<file path="src/mbp_consts.svh">
// constants for the serial master poller: timing counts and protocol figures
// assumes a 100 MHz clk; included by the poller by bare name
`ifndef MBP_CONSTS_SVH
`define MBP_CONSTS_SVH
`define MBP_ADDR_BCAST 8'h00
`define MBP_ADDR_MAX 8'hf7
`define MBP_FAIL_LIMIT 2'h3
`define MBP_DIAG_LEN 8'h03
`define MBP_DIAG_PERIOD_US 1000
`define MBP_CLK_MHZ 100
`define MBP_DIAG_CYCLES (`MBP_DIAG_PERIOD_US * `MBP_CLK_MHZ)
`define MBP_REC_DEPTH 16
`endif

</file>
<file path="src/mbp_pkg.sv">
// types for the serial master poller
// no assumptions beyond the constants header
package mbp_pkg;
  typedef struct packed {
    logic [7:0] addr;
    logic [7:0] func;
    logic [15:0] data;
  } mbp_req_t;

  typedef struct packed {
    logic [7:0] len;
    logic [7:0] page;
    logic [7:0] module_no;
  } mbp_diag_t;

  typedef enum logic [2:0] {
    MBP_IDLE = 3'b000,
    MBP_SEND = 3'b001,
    MBP_WAIT = 3'b010,
    MBP_DIAG = 3'b011,
    MBP_DWAIT = 3'b100,
    MBP_LEARN = 3'b101
  } mbp_state_t;
endpackage

</file>
<file path="src/mbp_timer.sv">
// down counter used for the response timeout and the diagnose period
// load takes priority over counting; expired pulses one cycle at zero crossing
`timescale 1ns/1ps
module mbp_timer (
  input wire logic clk,
  input wire logic rst_n,
  input wire logic load,
  input wire logic stop,
  input wire logic [31:0] count,
  output logic expired
);
  logic [31:0] cnt_r;
  logic run_r;

  always_ff @(posedge clk or negedge rst_n) begin
    if (!rst_n) begin
      cnt_r <= 32'h0;
      run_r <= 1'b0;
    end else if (load) begin
      cnt_r <= (count == 32'h0) ? 32'h1 : count;
      run_r <= 1'b1;
    end else if (stop) begin
      run_r <= 1'b0;
    end else if (run_r) begin
      cnt_r <= cnt_r - 32'h1;
      if (cnt_r == 32'h1) begin
        run_r <= 1'b0;
      end
    end
  end

  assign expired = run_r && !load && !stop && (cnt_r == 32'h1);
endmodule

</file>
<file path="src/mbp_poller.sv">
// serial master request/response sequencer with diagnostic mode and learning
// assumes a framer outside: requests leave on req_*, replies arrive as pulses
`timescale 1ns/1ps
`include "mbp_consts.svh"
module mbp_poller
  import mbp_pkg::*;
(
  input wire logic clk,
  input wire logic resetn,
  input wire logic master_mode,
  input wire logic learn_en,
  input wire logic [31:0] timeout_cycles,
  input wire mbp_req_t cmd,
  input wire logic cmd_valid,
  output logic cmd_ready,
  input wire logic [7:0] cmd_page,
  input wire logic [7:0] cmd_module,
  output mbp_req_t req_out,
  output logic req_valid,
  input wire logic req_ready,
  input wire logic rsp_ok,
  input wire logic rsp_exc,
  input wire mbp_req_t snoop_req,
  input wire logic snoop_valid,
  output mbp_diag_t diag_out,
  output logic diag_valid,
  output logic diag_mode,
  output logic timeout_pulse,
  output logic cmd_reject,
  output logic learning,
  output logic [4:0] learn_count,
  output mbp_req_t learn_rd_data,
  input wire logic [3:0] learn_rd_idx
);
  logic rs1_r;
  logic rst_n;
  mbp_state_t state_r;
  mbp_req_t hold_r;
  logic [7:0] page_r;
  logic [7:0] mod_r;
  logic [1:0] fail_r;
  logic tmo_load;
  logic tmo_exp;
  logic per_load;
  logic per_exp;
  logic reply;
  logic addr_ok;
  logic learn_act;
  mbp_req_t rec_mem [`MBP_REC_DEPTH];
  logic [4:0] rec_cnt_r;

  always_ff @(posedge clk or negedge resetn) begin
    if (!resetn) begin
      rs1_r <= 1'b0;
      rst_n <= 1'b0;
    end else begin
      rs1_r <= 1'b1;
      rst_n <= rs1_r;
    end
  end

  // reply input is only meaningful when we wait on one; stray ones are dropped
  assign reply = rsp_ok || rsp_exc;
  assign addr_ok = (cmd.addr <= `MBP_ADDR_MAX);
  assign learn_act = learn_en && master_mode;
  assign learning = (state_r == MBP_LEARN);
  assign cmd_ready = (state_r == MBP_IDLE) && !learn_act;
  assign cmd_reject = cmd_valid && cmd_ready && !addr_ok;
  assign tmo_load = (state_r == MBP_SEND || state_r == MBP_DIAG) && req_ready
                    && hold_r.addr != `MBP_ADDR_BCAST;
  assign per_load = (state_r == MBP_DWAIT) && (tmo_exp || rsp_exc);
  assign diag_mode = (state_r == MBP_DIAG) || (state_r == MBP_DWAIT);
  assign timeout_pulse = tmo_exp;

  mbp_timer u_tmo (
    .clk(clk),
    .rst_n(rst_n),
    .load(tmo_load),
    .stop((state_r == MBP_WAIT || state_r == MBP_DWAIT) && reply),
    .count(timeout_cycles),
    .expired(tmo_exp)
  );

  // a period left running after an exit must not cut short a later diag session
  mbp_timer u_per (
    .clk(clk),
    .rst_n(rst_n),
    .load(per_load),
    .stop(state_r != MBP_DWAIT),
    .count(32'(`MBP_DIAG_CYCLES)),
    .expired(per_exp)
  );

  always_ff @(posedge clk or negedge rst_n) begin
    if (!rst_n) begin
      state_r <= MBP_IDLE;
    end else begin
      case (state_r)
        MBP_IDLE: begin
          if (learn_act) begin
            state_r <= MBP_LEARN;
          end else if (cmd_valid && addr_ok && master_mode) begin
            state_r <= MBP_SEND;
          end
        end
        MBP_SEND: begin
          if (req_ready) begin
            // broadcast gets no reply, so the line is free at once
            state_r <= (hold_r.addr == `MBP_ADDR_BCAST) ? MBP_IDLE : MBP_WAIT;
          end
        end
        MBP_WAIT: begin
          if (reply) begin
            state_r <= MBP_IDLE;
          end else if (tmo_exp) begin
            state_r <= (fail_r == `MBP_FAIL_LIMIT - 2'h1) ? MBP_DIAG : MBP_IDLE;
          end
        end
        MBP_DIAG: begin
          if (req_ready) begin
            state_r <= (hold_r.addr == `MBP_ADDR_BCAST) ? MBP_IDLE : MBP_DWAIT;
          end
        end
        MBP_DWAIT: begin
          if (rsp_ok) begin
            state_r <= MBP_IDLE;
          end else if (per_exp) begin
            state_r <= MBP_DIAG;
          end
        end
        MBP_LEARN: begin
          if (!learn_act) begin
            state_r <= MBP_IDLE;
          end
        end
        default: state_r <= MBP_IDLE;
      endcase
    end
  end

  // request latch: the target address always travels with the request
  always_ff @(posedge clk or negedge rst_n) begin
    if (!rst_n) begin
      hold_r <= '0;
      page_r <= 8'h00;
      mod_r <= 8'h00;
    end else if (state_r == MBP_IDLE && cmd_valid && addr_ok && master_mode && !learn_act) begin
      hold_r <= cmd;
      page_r <= cmd_page;
      mod_r <= cmd_module;
    end
  end

  always_ff @(posedge clk or negedge rst_n) begin
    if (!rst_n) begin
      fail_r <= 2'h0;
    end else if (rsp_ok && (state_r == MBP_WAIT || state_r == MBP_DWAIT)) begin
      fail_r <= 2'h0;
    end else if (state_r == MBP_WAIT && tmo_exp && fail_r != `MBP_FAIL_LIMIT) begin
      fail_r <= fail_r + 2'h1;
    end
  end

  always_ff @(posedge clk or negedge rst_n) begin
    if (!rst_n) begin
      req_out <= '0;
      req_valid <= 1'b0;
    end else if ((state_r == MBP_SEND || state_r == MBP_DIAG) && req_ready) begin
      req_valid <= 1'b0;
    end else if (state_r == MBP_SEND || state_r == MBP_DIAG) begin
      req_out <= hold_r;
      req_valid <= 1'b1;
    end else begin
      req_valid <= 1'b0;
    end
  end

  // one diagnose packet per poll attempt in diagnostic mode
  always_ff @(posedge clk or negedge rst_n) begin
    if (!rst_n) begin
      diag_out <= '0;
      diag_valid <= 1'b0;
    end else begin
      diag_valid <= (state_r == MBP_DIAG) && req_ready;
      diag_out <= '{len: `MBP_DIAG_LEN, page: page_r, module_no: mod_r};
    end
  end

  // learning table: recorded requests; extras beyond depth are dropped
  always_ff @(posedge clk or negedge rst_n) begin
    if (!rst_n) begin
      rec_cnt_r <= 5'h0;
    end else if (state_r == MBP_IDLE && learn_act) begin
      rec_cnt_r <= 5'h0;
    end else if (learning && snoop_valid && rec_cnt_r != 5'(`MBP_REC_DEPTH)) begin
      rec_cnt_r <= rec_cnt_r + 5'h1;
    end
  end

  always_ff @(posedge clk) begin
    if (learning && snoop_valid && rec_cnt_r != 5'(`MBP_REC_DEPTH)) begin
      rec_mem[rec_cnt_r[3:0]] <= snoop_req;
    end
  end

  assign learn_count = rec_cnt_r;
  assign learn_rd_data = rec_mem[learn_rd_idx];

  a_bcast_nowait: assert property (@(posedge clk) disable iff (!rst_n)
    state_r == MBP_SEND && req_ready && hold_r.addr == 8'h00 |=> state_r == MBP_IDLE)
    else $error("broadcast waited for reply");
  a_one_outst: assert property (@(posedge clk) disable iff (!rst_n)
    state_r == MBP_WAIT |-> !req_valid)
    else $error("new request accepted while waiting");
  a_wait_reply: assert property (@(posedge clk) disable iff (!rst_n)
    state_r == MBP_WAIT && !reply && !tmo_exp |=> state_r == MBP_WAIT)
    else $error("left wait without reply or timeout");
  a_tmo_free: assert property (@(posedge clk) disable iff (!rst_n)
    state_r == MBP_WAIT && tmo_exp && !reply |=> state_r != MBP_WAIT)
    else $error("timeout did not free master");
  a_diag_entry: assert property (@(posedge clk) disable iff (!rst_n)
    state_r == MBP_WAIT && tmo_exp && !reply && fail_r == 2'h2 |=> diag_mode)
    else $error("third failure did not enter diag");
  a_diag_exit: assert property (@(posedge clk) disable iff (!rst_n)
    state_r == MBP_DWAIT && rsp_ok |=> !diag_mode && fail_r == 2'h0)
    else $error("correct reply did not leave diag");
  a_diag_len: assert property (@(posedge clk) disable iff (!rst_n)
    diag_valid |-> diag_out.len == 8'h03 && $past(state_r) == MBP_DIAG)
    else $error("bad diagnose packet");
  a_req_addr: assert property (@(posedge clk) disable iff (!rst_n)
    req_valid |-> req_out.addr <= 8'hf7 && req_out == hold_r)
    else $error("request address bad");
  a_learn_mstr: assert property (@(posedge clk) disable iff (!rst_n)
    learning |-> $past(master_mode) || master_mode)
    else $error("learning outside master mode");
  a_fail_clr: assert property (@(posedge clk) disable iff (!rst_n)
    state_r == MBP_WAIT && rsp_ok |=> fail_r == 2'h0)
    else $error("counter not cleared by reply");
endmodule

</file>
<file path="config.mk">
export PLATFORM = sky130hd
export DESIGN_NAME = mbp_poller
export DESIGN_NICKNAME = d
export VERILOG_FILES = /design/src/mbp_pkg.sv /design/src/mbp_timer.sv /design/src/mbp_poller.sv
export VERILOG_INCLUDE_DIRS = /design/src
export SDC_FILE = /design/constraint.sdc
export NUM_CORES = 1
export LEC_CHECK = 0
export BUFFER_PORTS_ARGS = -buffer_cell sky130_fd_sc_hd__buf_2
export CORE_MARGIN = 4
export CORE_UTILIZATION = 35
export DETAILED_ROUTE_END_ITERATION = 7
export PLACE_DENSITY = 0.62
export SETUP_SLACK_MARGIN = 0.05
export SYNTH_ARGS = -nofsm -noshare
export SYNTH_HDL_FRONTEND = slang
export SYNTH_SLANG_ARGS = --single-unit
</file>
<file path="constraint.sdc">
create_clock -name clk -period 10.6 [get_ports clk]
set_clock_uncertainty 0.15 [all_clocks]
set_input_delay 1.59 -clock clk [delete_from_list [all_inputs] [get_ports clk]]
set_output_delay 1.59 -clock clk [all_outputs]
set_load 0.005 [all_outputs]
</file>
; ---- After elaboration in Yosys (flattened, before gate mapping)
; Memory sizes are Yosys's and may differ from the RTL's.
; Cells that the tools add are included.
[word_totals]
register_bits = 177
wordCells = 134
ram_bits = 512
n_memories = 1
[mem_list]
columns = memory, depth, width, rd, rd_ports_with_merged_regs, wr, line_no
row1 = rec_mem, 16, 32, 1, 0, 1, mbp_poller.sv:49  ; mbp_req_t rec_mem [`MBP_REC_DEPTH];
[op_classes]
addsub = 4
eq_ne = 19
bitwise_logic = 1
reduce_logical = 50
muxes = 36
n_lt_le_gt_ge = 1
[op_table]
columns = op, count
row1 = $mux 32, 7
row2 = $eq 32x1->1 const B, 2
row3 = $sub 32x1->32 const B, 2
row4 = $logic_not 32->1, 1
row5 = $mux 3, 10
row6 = $logic_and 1x1->1, 27
row7 = $pmux 3 s6, 1
row8 = $mux 1, 12
row9 = $ne 3x3->1 const B, 4
row10 = $mux 5, 2
row11 = $le 8x8->1 const B, 1
row12 = $logic_not 8->1, 1
row13 = $mux 2, 4
row14 = $ne 2x2->1 const B, 4
row15 = $reduce_bool 2->1, 4
row16 = $reduce_bool 8->1, 1
row17 = $eq 3x2->1 const B, 2
row18 = $eq 3x3->1 const B, 2
row19 = $logic_not 1->1, 6
row20 = $reduce_and 2->1, 3
row21 = $reduce_and 6->1, 1
row22 = $add 5x1->5 const B, 1
row23 = $logic_or 1x1->1, 5
row24 = $ne 5x5->1 const B, 1
row25 = other kinds (6), 7

; ---- Logic depth before layout (Yosys ltp)
; Gate-level depths: netlist of run 1.
[depth]
depth_word = 17
ltp_mapped = 10

; ---- Hierarchy
; A second synthesis of run 1 with hierarchy kept.
[hier_totals]
hier_cells = 1496
area_unflattened_um2 = 28155.8
[modules_own_cells]
columns = mod, seq_area_each_um2, cells_per_inst, area_each_um2, instances
row1 = mbp_poller, 18152.4, 1022, 23879.2, 1
row2 = mbp_timer, 825.8, 237, 2138.3, 2

; ---- Least setup slack after synthesis of run 1
; Ideal clock, no wire load.
[synth_path]
path_type = in2out
from = input learn_rd_idx[0]
to = output learn_rd_data[11] in the netlist's numbering
required_time_ns = 8.860
path_buffers = 2
arrival_time_ns = 3.432
setup_slack_ns = 5.428
stages = 4
path_cell_list = buf_2 -> buf_1 -> mux4_2 -> mux4_2
[synth_lines]
columns = item, line_no
row1 = from (decl), mbp_poller.sv:33  ; input wire logic [3:0] learn_rd_idx
row2 = to (decl), mbp_poller.sv:32  ; output mbp_req_t learn_rd_data,

==> summary.txt, run 1 <==
Run status
  – Outcome: completed

CTS
  – H-tree lvl count: 3
  – CTS tree: yes
  – CTS Buf Count: 75
  – Clock transition at path regs: around 0.050 ns
  – Bufs on Longest Clock Path: 3
  – Hold buffers post-CTS: 0
  – Postcts setup bufs: 0
  – Num Clock Sinks: between 600 and 700
  – Worst skew pair latency: around 0.6 ns
  – CTS root buf: clkbuf_16
  – Post-cts sizing count: 0

Routing
  – Iter 0 DRT Violations: 1090
  – WL/cell: 22.2 um
  – Via count: about 14000
  – Average via count per standard cell: a little over 5
  – DRT Pass-1 Iters: 7
  – DR DRC count: 0
  – Final wirelength: a little over 60000 um
  – Number of routed nets with antenna violations: 0

Pwr
  – Max rail drop VDD: 0.142 mV
  – NetSw: between 1.5 and 2 mW
  – Seq pwr share: a little under 50%
  – PD cells: roughly 220 nW/um2
  – Switching part of the total: 25.0%
  – Clock power frac: between 30% and 40%
  – Final Power: 6.95 mW
  – Combinational share of power: between 10% and 20%
  – Cell internal pwr: approximately 5.2 mW
  – LEAKAGE: about 11 nW

Worst setup path
  – Critical-path top delay cell: buf_4
  – R2r setup slk: between 6 and 7 ns
  – CP max stage delay: 0.91 ns
  – Worst Path Arrival: approximately 4.6 ns
  – Reg2Reg Launch Point: hold_r[25]$_DFFE_PN0P_
  – CP startpoint kind: input port
  – Critical path class: in -> out
  – Worst Reg2Reg Path Length in Cells: 8
  – Critical path's top delay family: buffers and inverters
  – Crit end category: output port
  – Levels on crit path: 5
  – Worst EP required: 8.86 ns
  – Worst path most repeated cell: mux4_2
  – CP Max Fanout: 78
  – CP Cell Sequence: clkbuf_8 -> buf_4 -> mux4_2 -> mux4_2 -> buf_2
  – Crit path buf inv count: 3
  – Worst R2R End: u_per.cnt_r[28]$_DFFE_PN0P_

Hold path
  – Beginning of the worst hold path: rs1_r$_DFF_PN0_
  – Hold Path Stages: 0
  – Hold WC Path Type: reg -> reg
  – Hold endpoint: rst_n$_DFF_PN0_

Synth
  – Commonest cells post-synth: 512 x edfxtp_1, 177 x dfrtp_1, 160 x mux4_2
  – Synth area leader: edfxtp_1
  – Synthesized area per cell: 18.8 um2
  – Register area share after synthesis: 72.5%
  – Yosys warns: 0
  – Mapped Area: ~27000 um2
  – Synth unique cells: between 60 and 70
  – Post-synth top area share: ~56%
  – Area contributors post-synth: edfxtp_1 56%, dfrtp_1 16%, mux4_2 13%
  – Synth Register Bits: about 690
  – Cells after Synth: between 1000 and 1500
  – Synth async-reset ratio: 25.7%
  – Top_reg_cell synth: edfxtp_1
  – Post-synth EDFFs: 512
  – Most numerous cell in the Yosys netlist: edfxtp_1

Timing
  – Final setup vio count: 0
  – Period utilisation layout: about 60%
  – Fmax: 158 MHz
  – RSZ-0062 raised after global routing: no
  – Min cycle time layout: around 6.3 ns
  – Setup slack after layout: approximately 4.3 ns
  – Final setup TNS: 0 ns
  – Least-Margin Pin Slew: 1.31 ns
  – Fin. Hold Viols: 0
  – Slew Limit Fails: 0
  – Max transition margin: 11.8%

Floorplan
  – Initial core utilization: approximately a third
  – Die area: 82600 um2
  – Die Height: 287 um
  – # IOs: between 200 and 250
  – Core Footprint: between 70000 and 80000 um2
  – Die span in x: about 290 um
  – Row Count: roughly 100

Final layout
  – Non-Filler Instances: approximately 2800
  – P&R area growth vs syn: 18.0%
  – Nets@finish: around 1800
  – Number of fillers in the final layout: approximately 6900
  – Fraction of layout instances using a drive strength above 1: a little over a third

Placed design
  – Dpl cells: roughly 2700
  – IO buf count: between 200 and 250
  – Post-DP HPWL: between 30000 and 40000 um
  – Final weighted congestion in routability-driven placement: 0.773
  – Pre-CTS setup slack: 4.11 ns

GRT
  – Largest net degree at the start of global routing: 79
  – First-pass GRT wire length: 94400 um
  – GR Overflow Total: 0
  – Initial antenna violation count: 6
  – Vias in the first global route: approximately 15000
  – Total track usage: around 15%

Flow run
  – Number of max-cap violations: 0
## through the flow
step | utilization [%] | hold slack, ns | area, um2
finish | 41.6 | 0.207 | 32200
global route | 41.6 | 0.217 | 32200
CTS | 41.6 | 0.211 | 32200
detailed placement | 38.4 | 0.193 | 29700
global placement | 38.4 | 0.188 | 29700
floorplan | - | 0.181 | 27300
## power by group through the flow
| stage | Clock, mW | Combinational [mW] | Sequential [mW] |
|---|---|---|---|
| global route | 2.80 | 1.05 | 3.46 |
| global placement | 0 | 0.925 | 3.45 |
| floorplan | 0 | 0.623 | 3.42 |
| finish | 2.60 | 0.935 | 3.41 |
| CTS | 2.68 | 0.953 | 3.42 |
| detailed placement | 0 | 0.949 | 3.46 |
## how the worst max path moves through the flow
stage                     from  slack, ns                     to
6_report       learn_rd_idx[0]       4.28       learn_rd_data[0]
5_1_grt        learn_rd_idx[0]       3.90      learn_rd_data[30]
4_1_cts        learn_rd_idx[0]       4.11      learn_rd_data[30]
3_5_place_dp   learn_rd_idx[0]       4.11      learn_rd_data[30]
3_3_place_gp   learn_rd_idx[0]       4.15      learn_rd_data[30]
2_1_floorplan  rst_n$_DFF_PN0_       5.15  diag_out[0]$_DFF_PN0_
## layer usage
layer,vias to the layer above,global-route usage (%),wire length (um)
met5,-,0,44
met4,8,4.25,1430
li1,6294,-,-
met2,474,25.1,30900
met1,7555,19.3,25300
met3,102,4.39,4660
## flip-flops by register name, summed over array words and instances, names as in the netlist, 2 cells and up
name and cells:
page_r 8, hold_r 32, u_per.cnt_r 32, state_r 3, diag_out 17, u_tmo.cnt_r 32
rec_mem 512, req_out 32, fail_r 2, learn_count 5, mod_r 8
## kinds of logic after synthesis
family,Yosys count,share of synthesized area (%)
flops,689,72.5
buf+inv,84,1.34
xor+xnor,38,1.22
compound gates,121,2.87
simple gates,266,5.10
other cells,2,0.0275
fa+ha+maj,10,0.458
mux,241,16.5
## final cells by class
cell class | count | area [um2] | share of cell area (%)
clock inverters | 46 | 531 | 1.65
flip-flops and latches | 689 | 19800 | 61.5
inverters | 10 | 37.5 | 0.116
clock buffers | 89 | 1950 | 6.05
diodes | 3 | 7.51 | 0.0233
repair buffers | 244 | 1300 | 4.03
multi-input cells | 684 | 7300 | 22.7
well taps | 1040 | 1300 | 4.04
## placed cells by master (no fill, tap or decap), types with 6 or more instances in the layout
cell type / synthesis / final
a21oi_1: 10 / 10
buf_2: 7 / 216
buf_4: 7 / 27
bufinv_16: 0 / 9
clkbuf_1: 43 / 12
clkbuf_16: 0 / 75
clkinv_1: 0 / 17
clkinv_2: 0 / 11
conb_1: 2 / 8
dfrtp_1: 177 / 176
edfxtp_1: 512 / 512
ha_1: 10 / 10
inv_1: 10 / 10
mux2_2: 80 / 80
mux4_2: 160 / 160
nand2_1: 76 / 76
nand2b_1: 6 / 6
nand3_1: 14 / 14
nand4_1: 6 / 6
nor2_1: 68 / 55
nor2_4: 0 / 12
nor3_1: 25 / 21
nor4_1: 19 / 19
o21ai_0: 59 / 59
o21ai_1: 9 / 9
or3_1: 9 / 9
or4_1: 6 / 6
or4_4: 6 / 6
xnor2_1: 24 / 24
xor2_1: 14 / 14
(Power assumes the default switching activity.)
==> inputs of run 2 (changes only) <==
PLACE_DENSITY = 0.64   (was 0.62)
clock period = 5.5 ns   (was 10.6 ns; I/O delays follow)
==> run 2 against run 1 <==
  * Clock-buffer cell count is 5 higher
  * Setup slack worse by 2.7 ns
  * Hold slack worse by 0.081 ns
  * Critical path depth stayed put
  * Non-clock buffer count is 4 higher
  * First-iteration DRC count is 3.0% lower
  * Clock power is 96% higher
  * Critical endpoint is now learn_rd_data[13]
  * Largest cell class unchanged
  * Highest routed layer unchanged
==> summary.txt, run 2 (synthesis results as in run 1) <==
Final layout
  – Largest register FFs: 512 (unchanged)
  – P&R area growth vs syn: 18.4%
  – Fraction of layout instances using a drive strength above 1: 36.4% (+0.44 points)
  – Core Util, Final: 41.8% (+0.17 points)
  – Final Cell Area: 32400 um2 (+0.42%)
  – Most frequent cells in the layout: 512 x edfxtp_1, 216 x buf_2, 176 x dfrtp_1
  – Nets@finish: 1844 (+0.27%)
  – Commonest non-fill, non-tap cell in the layout: edfxtp_1

Floorplan
  – Die Height: 287 um (unchanged)
  – Row Count: 102 (unchanged)
  – # IOs: 225 (unchanged)
  – Die area: 82600 um2 (unchanged)
  – Die span in x: 287 um (unchanged)
  – Initial core utilization: 35.3% (unchanged)
  – Core Footprint: 77500 um2 (unchanged)

Worst setup path
  – CP startpoint kind: input port
  – CP Launch Point: learn_rd_idx[1]
  – Critical path's top delay family: buffers and inverters
  – Worst Path Arrival: 2.94 ns (-1.64 ns)
  – Crit end category: output port
  – CP Max Fanout: 49 (-37%)
  – Worst EP required: 4.53 ns (-4.33 ns)
  – Crit path buf inv count: 3 (unchanged)
  – Critical path class: in -> out
  – CP Cell Sequence: buf_4 -> buf_4 -> mux4_2 -> mux4_2 -> buf_2
  – CP max stage delay: 0.58 ns (-0.33 ns)
  – Reg2Reg Launch Point: state_r[1]$_DFFE_PN0P_
  – Critical-path top delay cell: buf_4

Timing
  – Fmax: between 200 and 300 MHz
  – Final setup TNS: 0 ns (unchanged)
  – Max transition margin: 16.5% (+4.7 points)
  – Slew Limit Fails: 0 (unchanged)
  – RSZ-0062 raised after global routing: no
  – Final setup vio count: 0 (unchanged)
  – Period utilisation layout: between 70% and 80%
  – Least-Margin Pin Slew: 1.24 ns (-0.0665 ns)
  – Setup slack after layout: 1.58 ns (-2.70 ns)
  – Min cycle time layout: 3.92 ns
  – Fin. Hold Viols: 0 (unchanged)

GRT
  – Vias in the first global route: 15600 (+1.7%)
  – GR Overflow Total: 0 (unchanged)
  – First-pass GRT wire length: 97400 um (+3.2%)
  – Total track usage: 15.6% (+0.46 points)
  – Largest net degree at the start of global routing: 73 (-7.6%)
  – Initial antenna violation count: 6 (unchanged)

Routing
  – Iter 0 DRT Violations: 1057 (-3.0%)
  – Number of routed nets with antenna violations: 0 (unchanged)
  – DR DRC count: 0 (unchanged)
  – Final wirelength: 63400 um (+1.8%)
  – Average via count per standard cell: 5.12 (-0.46%)
  – DRT Pass-1 Iters: 7 (unchanged)
  – Via count: 14400 (-0.21%)
  – WL/cell: 22.6 um (+1.6%)

Placed design
  – Post-place instance area: 29800 um2 (+0.20%)
  – IO buf count: 218 (unchanged)
  – Pre-CTS setup slack: 1.50 ns (-2.61 ns)
  – Post-DP HPWL: 36500 um (+3.2%)
  – Final weighted congestion in routability-driven placement: 0.781 (+0.98%)

Pwr
  – Final Power: 13.5 mW (+94%)
  – Seq pwr share: 48.8% (-0.3 points)
  – NetSw: 3.42 mW (+96%)
  – Switching part of the total: 25.3% (+0.28 points)
  – Max rail drop VDD: 0.285 mV (+100%)
  – Combinational share of power: 13.4% (about the same)
  – Clock power frac: 37.8% (+0.4 points)
  – Cell internal pwr: 10.1 mW (+93%)
  – PD cells: 417 nW/um2 (+93%)
  – LEAKAGE: 11.3 nW (+0.46%)

CTS
  – CTS tree: yes
  – Bufs on Longest Clock Path: 3 (unchanged)
  – Worst skew pair latency: 0.62 ns (+0.02 ns)
  – CTS Buf Count: 76 (+1.3%)
  – H-tree lvl count: 3 (unchanged)
  – Num Clock Sinks: 689 (unchanged)
  – Clock transition at path regs: 0.05 ns (about the same)
  – Hold buffers post-CTS: 1 (+1)
  – Postcts setup bufs: 0 (unchanged)
  – Post-cts sizing count: 0 (unchanged)
  – CTS root buf: clkbuf_16

Run status
  – Outcome: completed

Flow run
  – Number of max-cap violations: 0 (unchanged)

Hold path
  – Hold WC Path Type: reg -> async
-- run 2: cell types whose count changed in the layout (fill, tap and decap cells not counted), sizes merged --
cell / previous run / this run
diode: 3 / 4
clkinvlp: 1 / 4
clkbuf: 90 / 95
dlygate4sd3: 0 / 1
bufinv: 9 / 8
buf: 243 / 246
clkinv: 31 / 27
inv: 15 / 14
-- run 2: path summary, 6_finish.rpt --
kind,to,slack [ns],cells past startpoint
worst max-delay path,learn_rd_data[13],1.58,5
worst min-delay path,req_out[21]$_DFFE_PN0P_,0.13,0
worst max register to register,u_per.cnt_r[18]$_DFFE_PN0P_,1.85,7
worst min register to register,req_out[21]$_DFFE_PN0P_,0.13,0
max in group asynchronous,u_tmo.cnt_r[7]$_DFFE_PN0P_,3.71,1
min in group clk,rst_n$_DFF_PN0_,0.20,0
-- run 2: area by class of cell --
class                           instances  area (um2)
Clock inverter                         43         532
Tap cell                             1040        1300
Sequential cell                       689       19800
Antenna cell                            4        10.0
Multi-Input combinational cell        684        7300
Timing Repair Buffer                  248        1370
Clock buffer                           94        2010
Fill cell                            6859       45100
Inverter                               10        37.5
-- run 2: power groups by stage --
stage	Clock, mW	Sequential, mW	Combinational, mW
global placement	0	6.63	1.78
floorplan	0	6.59	1.20
CTS	5.25	6.58	1.85
global route	5.48	6.67	2.03
detailed placement	0	6.67	1.84
finish	5.10	6.58	1.81
-- run 2: stage by stage --
stage,hold WS (ns),instances
floorplan,0.181,1457
global placement,0.138,2670
detailed placement,0.148,2670
CTS,0.151,2808
global route,0.171,2808
finish,0.126,2812
-- run 2: metal layers --
layer	up-vias	GRT usage, %	wire length (um)
li1	6296	-	-
met1	7545	20.7	26600
met2	458	25.5	31200
met3	100	4.16	4300
met4	4	4.07	1340
met5	-	0	33
-- run 2: worst reg2reg max path, stage by stage (launching register included) --
cell      delay (ns)
dfrtp_1         0.63
xnor2_1         0.17
o21ai_1         0.61
or3_1           0.30
o21bai_2        0.24
o21ai_1         1.03
o21ai_0         0.26
o31ai_1         0.14
